[config.mk]
export PLATFORM = sky130hd
export DESIGN_NAME = stc_timer
export DESIGN_NICKNAME = d
export VERILOG_FILES = /design/src/core/stc_pkg.sv /design/src/core/stc_timer.sv
export VERILOG_INCLUDE_DIRS = /design/src /design/src/core
export SDC_FILE = /design/constraint.sdc
export NUM_CORES = 1
export LEC_CHECK = 0
export ABC_AREA = 0
export BUFFER_PORTS_ARGS = -buffer_cell sky130_fd_sc_hd__buf_2
export CORE_UTILIZATION = 30
export DETAILED_ROUTE_END_ITERATION = 12
export HOLD_SLACK_MARGIN = 0.02
export REMOVE_ABC_BUFFERS = 1
export SLEW_MARGIN = 20
export SYNTH_ARGS = -nofsm -noshare
export SYNTH_HDL_FRONTEND = slang
export SYNTH_SLANG_ARGS = --single-unit
[constraint.sdc]
create_clock -name clock -period 12.8 [get_ports clock]
set_input_delay 3.84 -clock clock [delete_from_list [all_inputs] [get_ports clock]]
set_output_delay 3.84 -clock clock [all_outputs]
set_load 0.02 [all_outputs]
[src/core/stc_map.svh]
`ifndef STC_MAP_SVH
`define STC_MAP_SVH
// byte addresses on the cpu i/o bus
`define STC_A_CTRL_A 6'h00
`define STC_A_CTRL_B 6'h01
`define STC_A_CNT_L 6'h02
`define STC_A_CNT_H 6'h03
`define STC_A_CMPA_L 6'h04
`define STC_A_CMPA_H 6'h05
`define STC_A_CMPB_L 6'h06
`define STC_A_CMPB_H 6'h07
`define STC_A_CAP_L 6'h08
`define STC_A_CAP_H 6'h09
`define STC_A_FLAG 6'h0A
`define STC_A_MASK 6'h0B
`define STC_A_SFIO 6'h0C
// field positions
`define STC_WGM10_LSB 0
`define STC_WGM32_LSB 3
`define STC_CS_LSB 0
`define STC_ICES_BIT 6
`define STC_ICNC_BIT 7
`define STC_COMA_LSB 6
`define STC_COMB_LSB 4
`define STC_FOCA_BIT 3
`define STC_FOCB_BIT 2
`define STC_FOC_MSK 8'h0C
`define STC_PSR_BIT 0
`define STC_FLAG_LSB 2
// reset values
`define STC_RST8 8'h00
`define STC_RST16 16'h0000
// count limits
`define STC_BOTTOM 16'h0000
`define STC_MAX 16'hFFFF
`define STC_TOP8 16'h00FF
`define STC_TOP9 16'h01FF
`define STC_TOP10 16'h03FF
// prescaler taps: low bits all ones gives /8 /64 /256 /1024
`define STC_PRE_W 10
`define STC_TAP8_W 3
`define STC_TAP64_W 6
`define STC_TAP256_W 8
`define STC_TAP1024_W 10
// synchroniser lanes
`define STC_SY_EXT 0
`define STC_SY_CAP 1
`define STC_SY_ACO 2
`endif

[src/core/stc_pkg.sv]
package stc_pkg;
  typedef struct packed {
    logic [5:0] addr;
    logic wr;
    logic rd;
    logic [7:0] wdata;
  } stc_io_req_t;
  // bit order matches flag and mask bits 5..2
  typedef struct packed {
    logic capture;
    logic match_a;
    logic match_b;
    logic overflow;
  } stc_irq_t;
  typedef enum logic {STC_UP = 1'b0, STC_DOWN = 1'b1} stc_dir_t;
endpackage

[src/core/stc_timer.sv]
`timescale 1ns/1ps
`include "stc_map.svh"
module stc_timer
  import stc_pkg::*;
#(
  parameter int NC_LEN = 4
) (
  // clock and reset
  input wire logic clock,
  input wire logic resetn,
  // cpu byte bus
  input wire stc_io_req_t io_req,
  output logic [7:0] io_rdata,
  // pins and comparator
  input wire logic external_count_pin,
  input wire logic capture_pin,
  input wire logic analog_cmp_out,
  input wire logic analog_capture_sel,
  output logic compare_out_pin_a,
  output logic compare_out_pin_b,
  // timer status and requests
  output logic wide_timer_tick,
  output logic count_at_bottom,
  output logic count_at_max,
  output logic [3:0] irq_req,
  // shared prescaler taps for the 8-bit timer
  output logic [3:0] prescale_taps
);

  logic [1:0] rst_ff;
  wire rst_n = rst_ff[1];
  always_ff @(posedge clock or negedge resetn) begin
    if (!resetn) begin
      rst_ff <= 2'h0;
    end else begin
      rst_ff <= {rst_ff[0], 1'b1};
    end
  end

  // pin synchronisers: a level counts once stages two and three agree
  logic [2:0] s1, s2, s3, lvl, lvl_d, next_lvl;
  always_comb begin
    next_lvl = ((s2 ~^ s3) & s3) | ((s2 ^ s3) & lvl);
  end
  always_ff @(posedge clock or negedge rst_n) begin
    if (!rst_n) begin
      s1 <= 3'h0;
      s2 <= 3'h0;
      s3 <= 3'h0;
      lvl <= 3'h0;
      lvl_d <= 3'h0;
    end else begin
      s1 <= {analog_cmp_out, capture_pin, external_count_pin};
      s2 <= s1;
      s3 <= s2;
      lvl <= next_lvl;
      lvl_d <= lvl;
    end
  end

  wire wr = io_req.wr;
  wire rd = io_req.rd;
  wire [5:0] addr = io_req.addr;
  wire [7:0] wd = io_req.wdata;

  // free running prescaler; taps are registered pulses
  logic [`STC_PRE_W-1:0] pre, next_pre;
  logic [3:0] taps, next_taps;
  logic psr_hit;
  always_comb begin
    psr_hit = wr && addr == `STC_A_SFIO && wd[`STC_PSR_BIT];
    next_pre = pre + 1'b1;
    next_taps = {&pre[`STC_TAP1024_W-1:0], &pre[`STC_TAP256_W-1:0],
                 &pre[`STC_TAP64_W-1:0], &pre[`STC_TAP8_W-1:0]};
    if (psr_hit) begin
      next_pre = '0;
      next_taps = 4'h0;
    end
  end
  always_ff @(posedge clock or negedge rst_n) begin
    if (!rst_n) begin
      pre <= '0;
      taps <= 4'h0;
    end else begin
      pre <= next_pre;
      taps <= next_taps;
    end
  end
  assign prescale_taps = taps;

  // main timer state
  logic [7:0] ctrl_a, ctrl_b, temp, mask, next_ctrl_a, next_ctrl_b, next_temp, next_mask;
  logic [6:0] sfio_hi, next_sfio_hi;
  logic [15:0] cnt, cap, next_cnt, next_cap;
  logic [15:0] cmp_buf [2];
  logic [15:0] cmp_act [2];
  logic [15:0] next_cmp_buf [2];
  logic [15:0] next_cmp_act [2];
  stc_dir_t dir, next_dir;
  stc_irq_t flags, next_flags;
  logic [1:0] outs, next_outs;
  logic [7:0] rdata, next_rdata;
  logic bottom, maxed, next_bottom, next_maxed;
  logic [NC_LEN-1:0] ncan, next_ncan;
  logic cap_lvl, cap_lvl_d, next_cap_lvl;

  logic [3:0] mode;
  logic dual, fast, pwm, icr_top, a_top, tick, at_top, at_bot, ovf, upd, cap_ev, src;
  logic [15:0] top;
  logic [1:0] hit, force_c, com;
  logic [3:0] clr;

  assign mode = {ctrl_b[`STC_WGM32_LSB +: 2], ctrl_a[`STC_WGM10_LSB +: 2]};
  assign dual = mode inside {4'h1, 4'h2, 4'h3, 4'h8, 4'h9, 4'hA, 4'hB};
  assign fast = mode inside {4'h5, 4'h6, 4'h7, 4'hE, 4'hF};
  assign pwm = dual | fast;
  assign icr_top = mode inside {4'h8, 4'hA, 4'hC, 4'hE};
  assign a_top = mode inside {4'h4, 4'h9, 4'hB, 4'hF};

  always_comb begin
    unique case (ctrl_b[`STC_CS_LSB +: 3])
      3'h0: tick = 1'b0;
      3'h1: tick = 1'b1;
      3'h2: tick = taps[0];
      3'h3: tick = taps[1];
      3'h4: tick = taps[2];
      3'h5: tick = taps[3];
      3'h6: tick = lvl_d[`STC_SY_EXT] & ~lvl[`STC_SY_EXT];
      3'h7: tick = lvl[`STC_SY_EXT] & ~lvl_d[`STC_SY_EXT];
    endcase
    top = icr_top ? cap : a_top ? cmp_act[0] : `STC_MAX;
    if (!icr_top && !a_top && !mode[3] && mode[1:0] != 2'h0) begin
      top = (mode[1:0] == 2'h1) ? `STC_TOP8 : (mode[1:0] == 2'h2) ? `STC_TOP9 : `STC_TOP10;
    end
  end
  assign wide_timer_tick = tick;

  always_comb begin
    at_top = cnt == top;
    at_bot = cnt == `STC_BOTTOM;
    // dual slope updates at top too, keeping glitch-free periods
    upd = pwm ? (tick && at_top) : 1'b1;
    hit[0] = tick && cnt == cmp_act[0];
    hit[1] = tick && cnt == cmp_act[1];
    ovf = tick && (dual ? (at_bot && dir == STC_DOWN) : fast ? at_top : cnt == `STC_MAX);
    force_c = 2'h0;
    if (wr && addr == `STC_A_CTRL_A && !pwm) begin
      force_c = {wd[`STC_FOCB_BIT], wd[`STC_FOCA_BIT]};
    end
    // capture source and optional noise canceler
    src = analog_capture_sel ? lvl[`STC_SY_ACO] : lvl[`STC_SY_CAP];
    next_ncan = {ncan[NC_LEN-2:0], src};
    next_cap_lvl = src;
    if (ctrl_b[`STC_ICNC_BIT]) begin
      next_cap_lvl = (&ncan) ? 1'b1 : (~|ncan) ? 1'b0 : cap_lvl;
    end
    // icr as top makes the capture register a setting, not a timestamp
    cap_ev = cap_lvl != cap_lvl_d && cap_lvl == ctrl_b[`STC_ICES_BIT] && !icr_top;
  end

  always_comb begin
    next_ctrl_a = ctrl_a;
    next_ctrl_b = ctrl_b;
    next_temp = temp;
    next_mask = mask;
    next_sfio_hi = sfio_hi;
    next_cnt = cnt;
    next_dir = dir;
    next_cap = cap;
    next_cmp_buf = cmp_buf;
    next_cmp_act = cmp_act;
    next_rdata = 8'h00;
    clr = 4'h0;
    if (tick) begin
      if (!dual) begin
        next_cnt = at_top ? `STC_BOTTOM : cnt + 16'h0001;
        next_dir = STC_UP;
      end else if (dir == STC_UP) begin
        next_dir = at_top ? STC_DOWN : STC_UP;
        next_cnt = at_top ? cnt - 16'h0001 : cnt + 16'h0001;
      end else begin
        next_dir = at_bot ? STC_UP : STC_DOWN;
        next_cnt = at_bot ? cnt + 16'h0001 : cnt - 16'h0001;
      end
    end
    if (cap_ev) begin
      next_cap = cnt;
    end
    if (upd) begin
      next_cmp_act = cmp_buf;
    end
    if (wr) begin
      unique case (addr)
        `STC_A_CTRL_A: next_ctrl_a = wd & ~`STC_FOC_MSK;
        `STC_A_CTRL_B: next_ctrl_b = wd;
        `STC_A_CNT_L: next_cnt = {temp, wd};
        `STC_A_CMPA_L: next_cmp_buf[0] = {temp, wd};
        `STC_A_CMPB_L: next_cmp_buf[1] = {temp, wd};
        `STC_A_CAP_L: next_cap = {temp, wd};
        `STC_A_CNT_H, `STC_A_CMPA_H, `STC_A_CMPB_H, `STC_A_CAP_H: next_temp = wd;
        `STC_A_FLAG: clr = wd[`STC_FLAG_LSB +: 4];
        `STC_A_MASK: next_mask = wd;
        `STC_A_SFIO: next_sfio_hi = wd[7:1];
        default: next_temp = temp;
      endcase
    end
    if (rd) begin
      unique case (addr)
        `STC_A_CTRL_A: next_rdata = ctrl_a;
        `STC_A_CTRL_B: next_rdata = ctrl_b;
        `STC_A_CNT_L: begin
          next_rdata = cnt[7:0];
          next_temp = cnt[15:8];
        end
        `STC_A_CNT_H: next_rdata = temp;
        `STC_A_CMPA_L: next_rdata = cmp_buf[0][7:0];
        `STC_A_CMPA_H: next_rdata = cmp_buf[0][15:8];
        `STC_A_CMPB_L: next_rdata = cmp_buf[1][7:0];
        `STC_A_CMPB_H: next_rdata = cmp_buf[1][15:8];
        `STC_A_CAP_L: begin
          next_rdata = cap[7:0];
          next_temp = cap[15:8];
        end
        `STC_A_CAP_H: next_rdata = temp;
        `STC_A_FLAG: next_rdata = {2'h0, flags, 2'h0};
        `STC_A_MASK: next_rdata = mask;
        `STC_A_SFIO: next_rdata = {sfio_hi, 1'b0};
        default: next_rdata = 8'h00;
      endcase
    end
    // a clear in the same cycle as the event loses
    next_flags = stc_irq_t'((flags & ~clr) | {cap_ev, hit[0], hit[1], ovf});
    next_bottom = next_cnt == `STC_BOTTOM;
    next_maxed = next_cnt == `STC_MAX;
  end

  // waveform outputs; fast pwm with com 2 sets at top, then a match clears; com 3 does the reverse; pwm with compare a as top holds output a low
  always_comb begin
    next_outs = outs;
    for (int i = 0; i < 2; i++) begin
      com = (i == 0) ? ctrl_a[`STC_COMA_LSB +: 2] : ctrl_a[`STC_COMB_LSB +: 2];
      if (i == 0 && a_top && pwm) begin
        next_outs[i] = 1'b0;
      end else if (!pwm) begin
        if (hit[i] || force_c[i]) begin
          unique case (com)
            2'h0: next_outs[i] = outs[i];
            2'h1: next_outs[i] = ~outs[i];
            2'h2: next_outs[i] = 1'b0;
            2'h3: next_outs[i] = 1'b1;
          endcase
        end
      end else if (com[1]) begin
        if (fast && tick && at_top) begin
          next_outs[i] = ~com[0];
        end
        if (hit[i]) begin
          next_outs[i] = (fast || dir == STC_UP) ? com[0] : ~com[0];
        end
      end
    end
  end

  always_ff @(posedge clock or negedge rst_n) begin
    if (!rst_n) begin
      ctrl_a <= `STC_RST8;
      ctrl_b <= `STC_RST8;
      temp <= `STC_RST8;
      mask <= `STC_RST8;
      sfio_hi <= 7'h00;
      cnt <= `STC_RST16;
      cap <= `STC_RST16;
      cmp_buf <= '{`STC_RST16, `STC_RST16};
      cmp_act <= '{`STC_RST16, `STC_RST16};
      dir <= STC_UP;
      flags <= '0;
      outs <= 2'h0;
      rdata <= `STC_RST8;
      bottom <= 1'b1;
      maxed <= 1'b0;
      ncan <= '0;
      cap_lvl <= 1'b0;
      cap_lvl_d <= 1'b0;
    end else begin
      ctrl_a <= next_ctrl_a;
      ctrl_b <= next_ctrl_b;
      temp <= next_temp;
      mask <= next_mask;
      sfio_hi <= next_sfio_hi;
      cnt <= next_cnt;
      cap <= next_cap;
      cmp_buf <= next_cmp_buf;
      cmp_act <= next_cmp_act;
      dir <= next_dir;
      flags <= next_flags;
      outs <= next_outs;
      rdata <= next_rdata;
      bottom <= next_bottom;
      maxed <= next_maxed;
      ncan <= next_ncan;
      cap_lvl <= next_cap_lvl;
      cap_lvl_d <= cap_lvl;
    end
  end

  assign io_rdata = rdata;
  assign compare_out_pin_a = outs[0];
  assign compare_out_pin_b = outs[1];
  assign count_at_bottom = bottom;
  assign count_at_max = maxed;
  assign irq_req = flags & mask[`STC_FLAG_LSB +: 4];

endmodule

==> metrics.md <==
| Metric | Value |
|---|---|
| Fin crit period | 6730 ps |
| Vias per inst | around 5.8 |
| Setup crit end kind | register |
| Fillers | between 3,000 and 4,000 |
| Period utilisation layout | 0.526 |
| Worst Setup Slack, final | about 6100 ps |
| Max clock buf depth | 2 |
| Largest net degree at the start of global routing | between 70 and 80 |
| Worst-margin pin slew | 1250 ps |
| Clock Latency Late Sink | approximately 440 ps |
| Initial DRC count | ~1,000 |
| Hold path depth | 0 |
| Psw | 0.812 mW |
| Post-synth ARST share | 1.00 |
| Leakage power | approximately 5.2 nW |
| Area share of the leading cell type in the synthesized netlist | 0.434 |
| Post-route ant nets | 0 |
| Status | complete, no violations |
| Fin Setup TNS | 0 ps |
| Main synth FF type | dfrtp_1 |
| Switching part of the total power | 0.380 |
| Yosys reg bits | around 190 |
| Tot GR Track Use | 0.196 |
| DIE HEIGHT | around 190 microns |
| Yosys cell types | 87 |
| Cell row count | a little under 70 |
| Critical-path maximum fanout | 24 |
| CP Class | input port to register |
| CP startpoint | io_req[11] |
| Power share of the combinational group | 0.273 |
| Vias in the first global route | about 8,400 |
| CTS sink cnt | between 150 and 200 |
| Hold Buf Count CTS | 0 |
| Max VDD drop | just under 0.0001 V |
| Chip width | approximately 190 microns |
| Starting density of the core | 0.306 |
| First-pass GRT wire length | 53.1 mm |
| TritonRoute pass-1 iters | 6 |
| Seq/Total Area, Yosys | 0.437 |
| Ports | 43 |
| Area Overhead vs Synth | 11.5% |
| PostCTS Resize Cnt | 0 |
| Hold path startpoint | s1[0] |
| Final Hold Fails | 0 |
| P_int | 1.32 mW |
| Max Fclk | between 100 and 150 MHz |
| Pwr dens | between 150 and 200 nW/um^2 |
| DR DRC count | 0 |
| Routed via count | just under 9,000 |
| Placeable Area | ~35,000 sq um |
| Total CTS buffers | 17 |
| Worst reg2reg path depth | 12 |
| Final setup fails | 0 |
| Setup Fix Bufs, Post-CTS | 0 |
| Pins Over Slew Limit | 0 |
| Area of the multi-input gates | approximately 5600 sq um |
| RSZ-0062 raised after global routing | false |
| Reg2reg setup slack | 8070 ps |
| TritonCTS clock tree | yes |
| Synth warnings | 0 |
| Input/output buffers | 42 |
| Root Driver | clkbuf_16 |
| Sequential Area | between 4000 and 5000 sq um |
| Post-synth EDFFs | 0 |
| Reg2Reg Capture Point | count_at_bottom |
| Clock skew | around 12 ps |
| Hold Path Class | register to register |
| Place WS | around 5700 ps |
| Routed wire per std cell | 22.8 microns |
| Reg2Reg Launch Point | ctrl_a[0] |
| Gate Count Post-Synth | roughly 1,100 |
| Max-slew headroom | 0.159 |
| RePlAce Congestion | around 0.92 |
| Initial antenna violation count | 0 |
| Post-synthesis cell area | between 10,000 and 15,000 sq um |
| DRT Wirelength | ~35 mm |
| Nets | between 1,000 and 1,500 |
| Worst hold slack | roughly 350 ps |
| Crit start category | input port |
| Power Total | approximately 2.1 mW |
| Clock share of power | 0.279 |
| Slowest-stage cell, CP | nand2_1 |
| Max cap viols | 0 |
| Req. time, crit path | around 13,000 ps |
| Cell chain of the critical path | buf_2 > nand2b_1 > nor3_2 > buf_4 > nand2_1 > nand2_1 > a221oi_1 > a21oi_1 > o211ai_1 > a21oi_1 > nand4_1 > nor4b_1 > and4_1 |
| Detailed placement HPWL | between 20 and 25 mm |
| Critical path arrival | a little over 7000 ps |
| Reg clk slew, reported paths | 80 ps |
| Seq pwr share | 0.448 |
| Diode count | 0 |
| Area leader, netlist | dfrtp_1 |
| Leading post-synthesis cells by cell area | dfrtp_1, mux2_2, xor2_1, nand2_1, mux2i_1 |
| Grt ovf | 0 |
| Slowest stage delay, CP | approximately 520 ps |
| Hold path endpoint | s2[0] |
| Syn_area_per_cell | ~10 sq um |
| Die area | approximately 36,000 sq um |
| Layout cells sized above 1 | 0.199 |
| H-Tree Depth | 4 |
## worst max-delay path: cells and delay by family
kind	cells	cell delay (ps)
and+or+nand+nor	7	1930
buffers and inverters	2	700
AOI/OAI and AO/OA	4	630
## sequential cells by signal, indices dropped and copies added (netlist names), 3 cells and up
signal         cells
cnt               16
cmp_buf           32
lvl                3
mask               8
prescale_taps      4
ctrl_a             6
flags              4
cmp_act           32
ctrl_b             8
cap               16
s3                 3
temp               8
s2                 3
ncan               4
pre               10
sfio_hi            7
s1                 3
io_rdata           8
## through the flow
step                       util  instances  instance area, sq um
final                     0.341       1518                 11800
after floorplan               -        978                 10300
after global placement    0.322       1486                 11100
after detailed placement  0.322       1486                 11100
after global routing      0.341       1518                 11800
after CTS                 0.341       1518                 11800
## metal layers
layer / wire [microns] / up-vias / GRT usage
met5: 0 / - / 0
met4: 1180 / 0 / 0.0769
met3: 2860 / 82 / 0.0352
met2: 15700 / 466 / 0.306
met1: 14800 / 4338 / 0.269
li1: - / 3850 / -
## layout make-up
class,count,share of cell area
sequential,185,0.392
inverter,21,0.00667
tap,455,0.0482
clock inverter,13,0.0182
clock buffer,19,0.0375
timing repair buffer,53,0.0248
multi-input combinational,772,0.473
## cells in the final DEF, fill, tap and decap left out, types with 7 or more instances in the layout
master | Yosys | layout
and4_1 | 8 | 8
o21ai_0 | 60 | 60
clkbuf_16 | 0 | 17
a21oi_1 | 34 | 34
buf_4 | 2 | 11
a22o_1 | 12 | 12
o22ai_1 | 7 | 7
o32a_1 | 8 | 8
mux2i_1 | 31 | 31
a222oi_1 | 9 | 9
buf_2 | 11 | 42
and2_1 | 8 | 8
a31oi_1 | 7 | 7
nand3_1 | 22 | 22
ha_1 | 12 | 12
a21o_1 | 8 | 8
a22oi_1 | 10 | 10
xor2_1 | 45 | 45
xnor2_1 | 24 | 24
dfrtp_1 | 184 | 183
nand2b_1 | 8 | 8
o211ai_1 | 7 | 7
inv_1 | 21 | 21
nor2_1 | 79 | 78
and3_1 | 19 | 19
nand2_1 | 89 | 89
nor3_1 | 13 | 10
nor2b_1 | 13 | 13
nand4_1 | 11 | 11
mux2_2 | 96 | 96
nor4_1 | 15 | 15
o21ai_1 | 11 | 11
o31ai_1 | 10 | 10
a221oi_1 | 12 | 12
## synthesized netlist by cell type, drive strengths merged (13+ instances only)
cell type  instances
clkbuf            53
nor4              16
nor3              13
a21oi             34
nand2             91
nor2              80
buf               23
inv               21
a221oi            13
dfrtp            184
o21ai             72
and3              19
nor2b             14
mux2i             31
xor2              45
xnor2             24
mux2              97
nand3             22
## worst max path at each step
stage,end,slack (ps),cells past startpoint
4_1_cts,count_at_max,6170,13
3_3_place_gp,count_at_max,5870,13
3_5_place_dp,count_at_max,5730,13
2_1_floorplan,count_at_max,5540,11
6_report,count_at_max,6070,13
5_1_grt,count_at_max,5760,13
## power by group through the flow
| stage | registers [mW] | logic, mW | clock network, mW |
|---|---|---|---|
| after floorplan | 0.853 | 0.421 | 0 |
| after global placement | 0.958 | 0.566 | 0 |
| after detailed placement | 0.956 | 0.571 | 0 |
| after CTS | 0.946 | 0.574 | 0.607 |
| after global routing | 0.966 | 0.644 | 0.626 |
| final | 0.955 | 0.583 | 0.595 |
## kinds of logic after synthesis
| group | share of synthesized area |
|---|---|
| AOI/OAI and AO/OA | 0.157 |
| xor gates and xnor gates | 0.0570 |
| adders and majority gates | 0.0142 |
| buffers and inverters | 0.0392 |
| DFF | 0.437 |
| muxes | 0.141 |
| other | 0.000354 |
| and+or+nand+nor | 0.155 |
(Power assumes the default switching activity.)
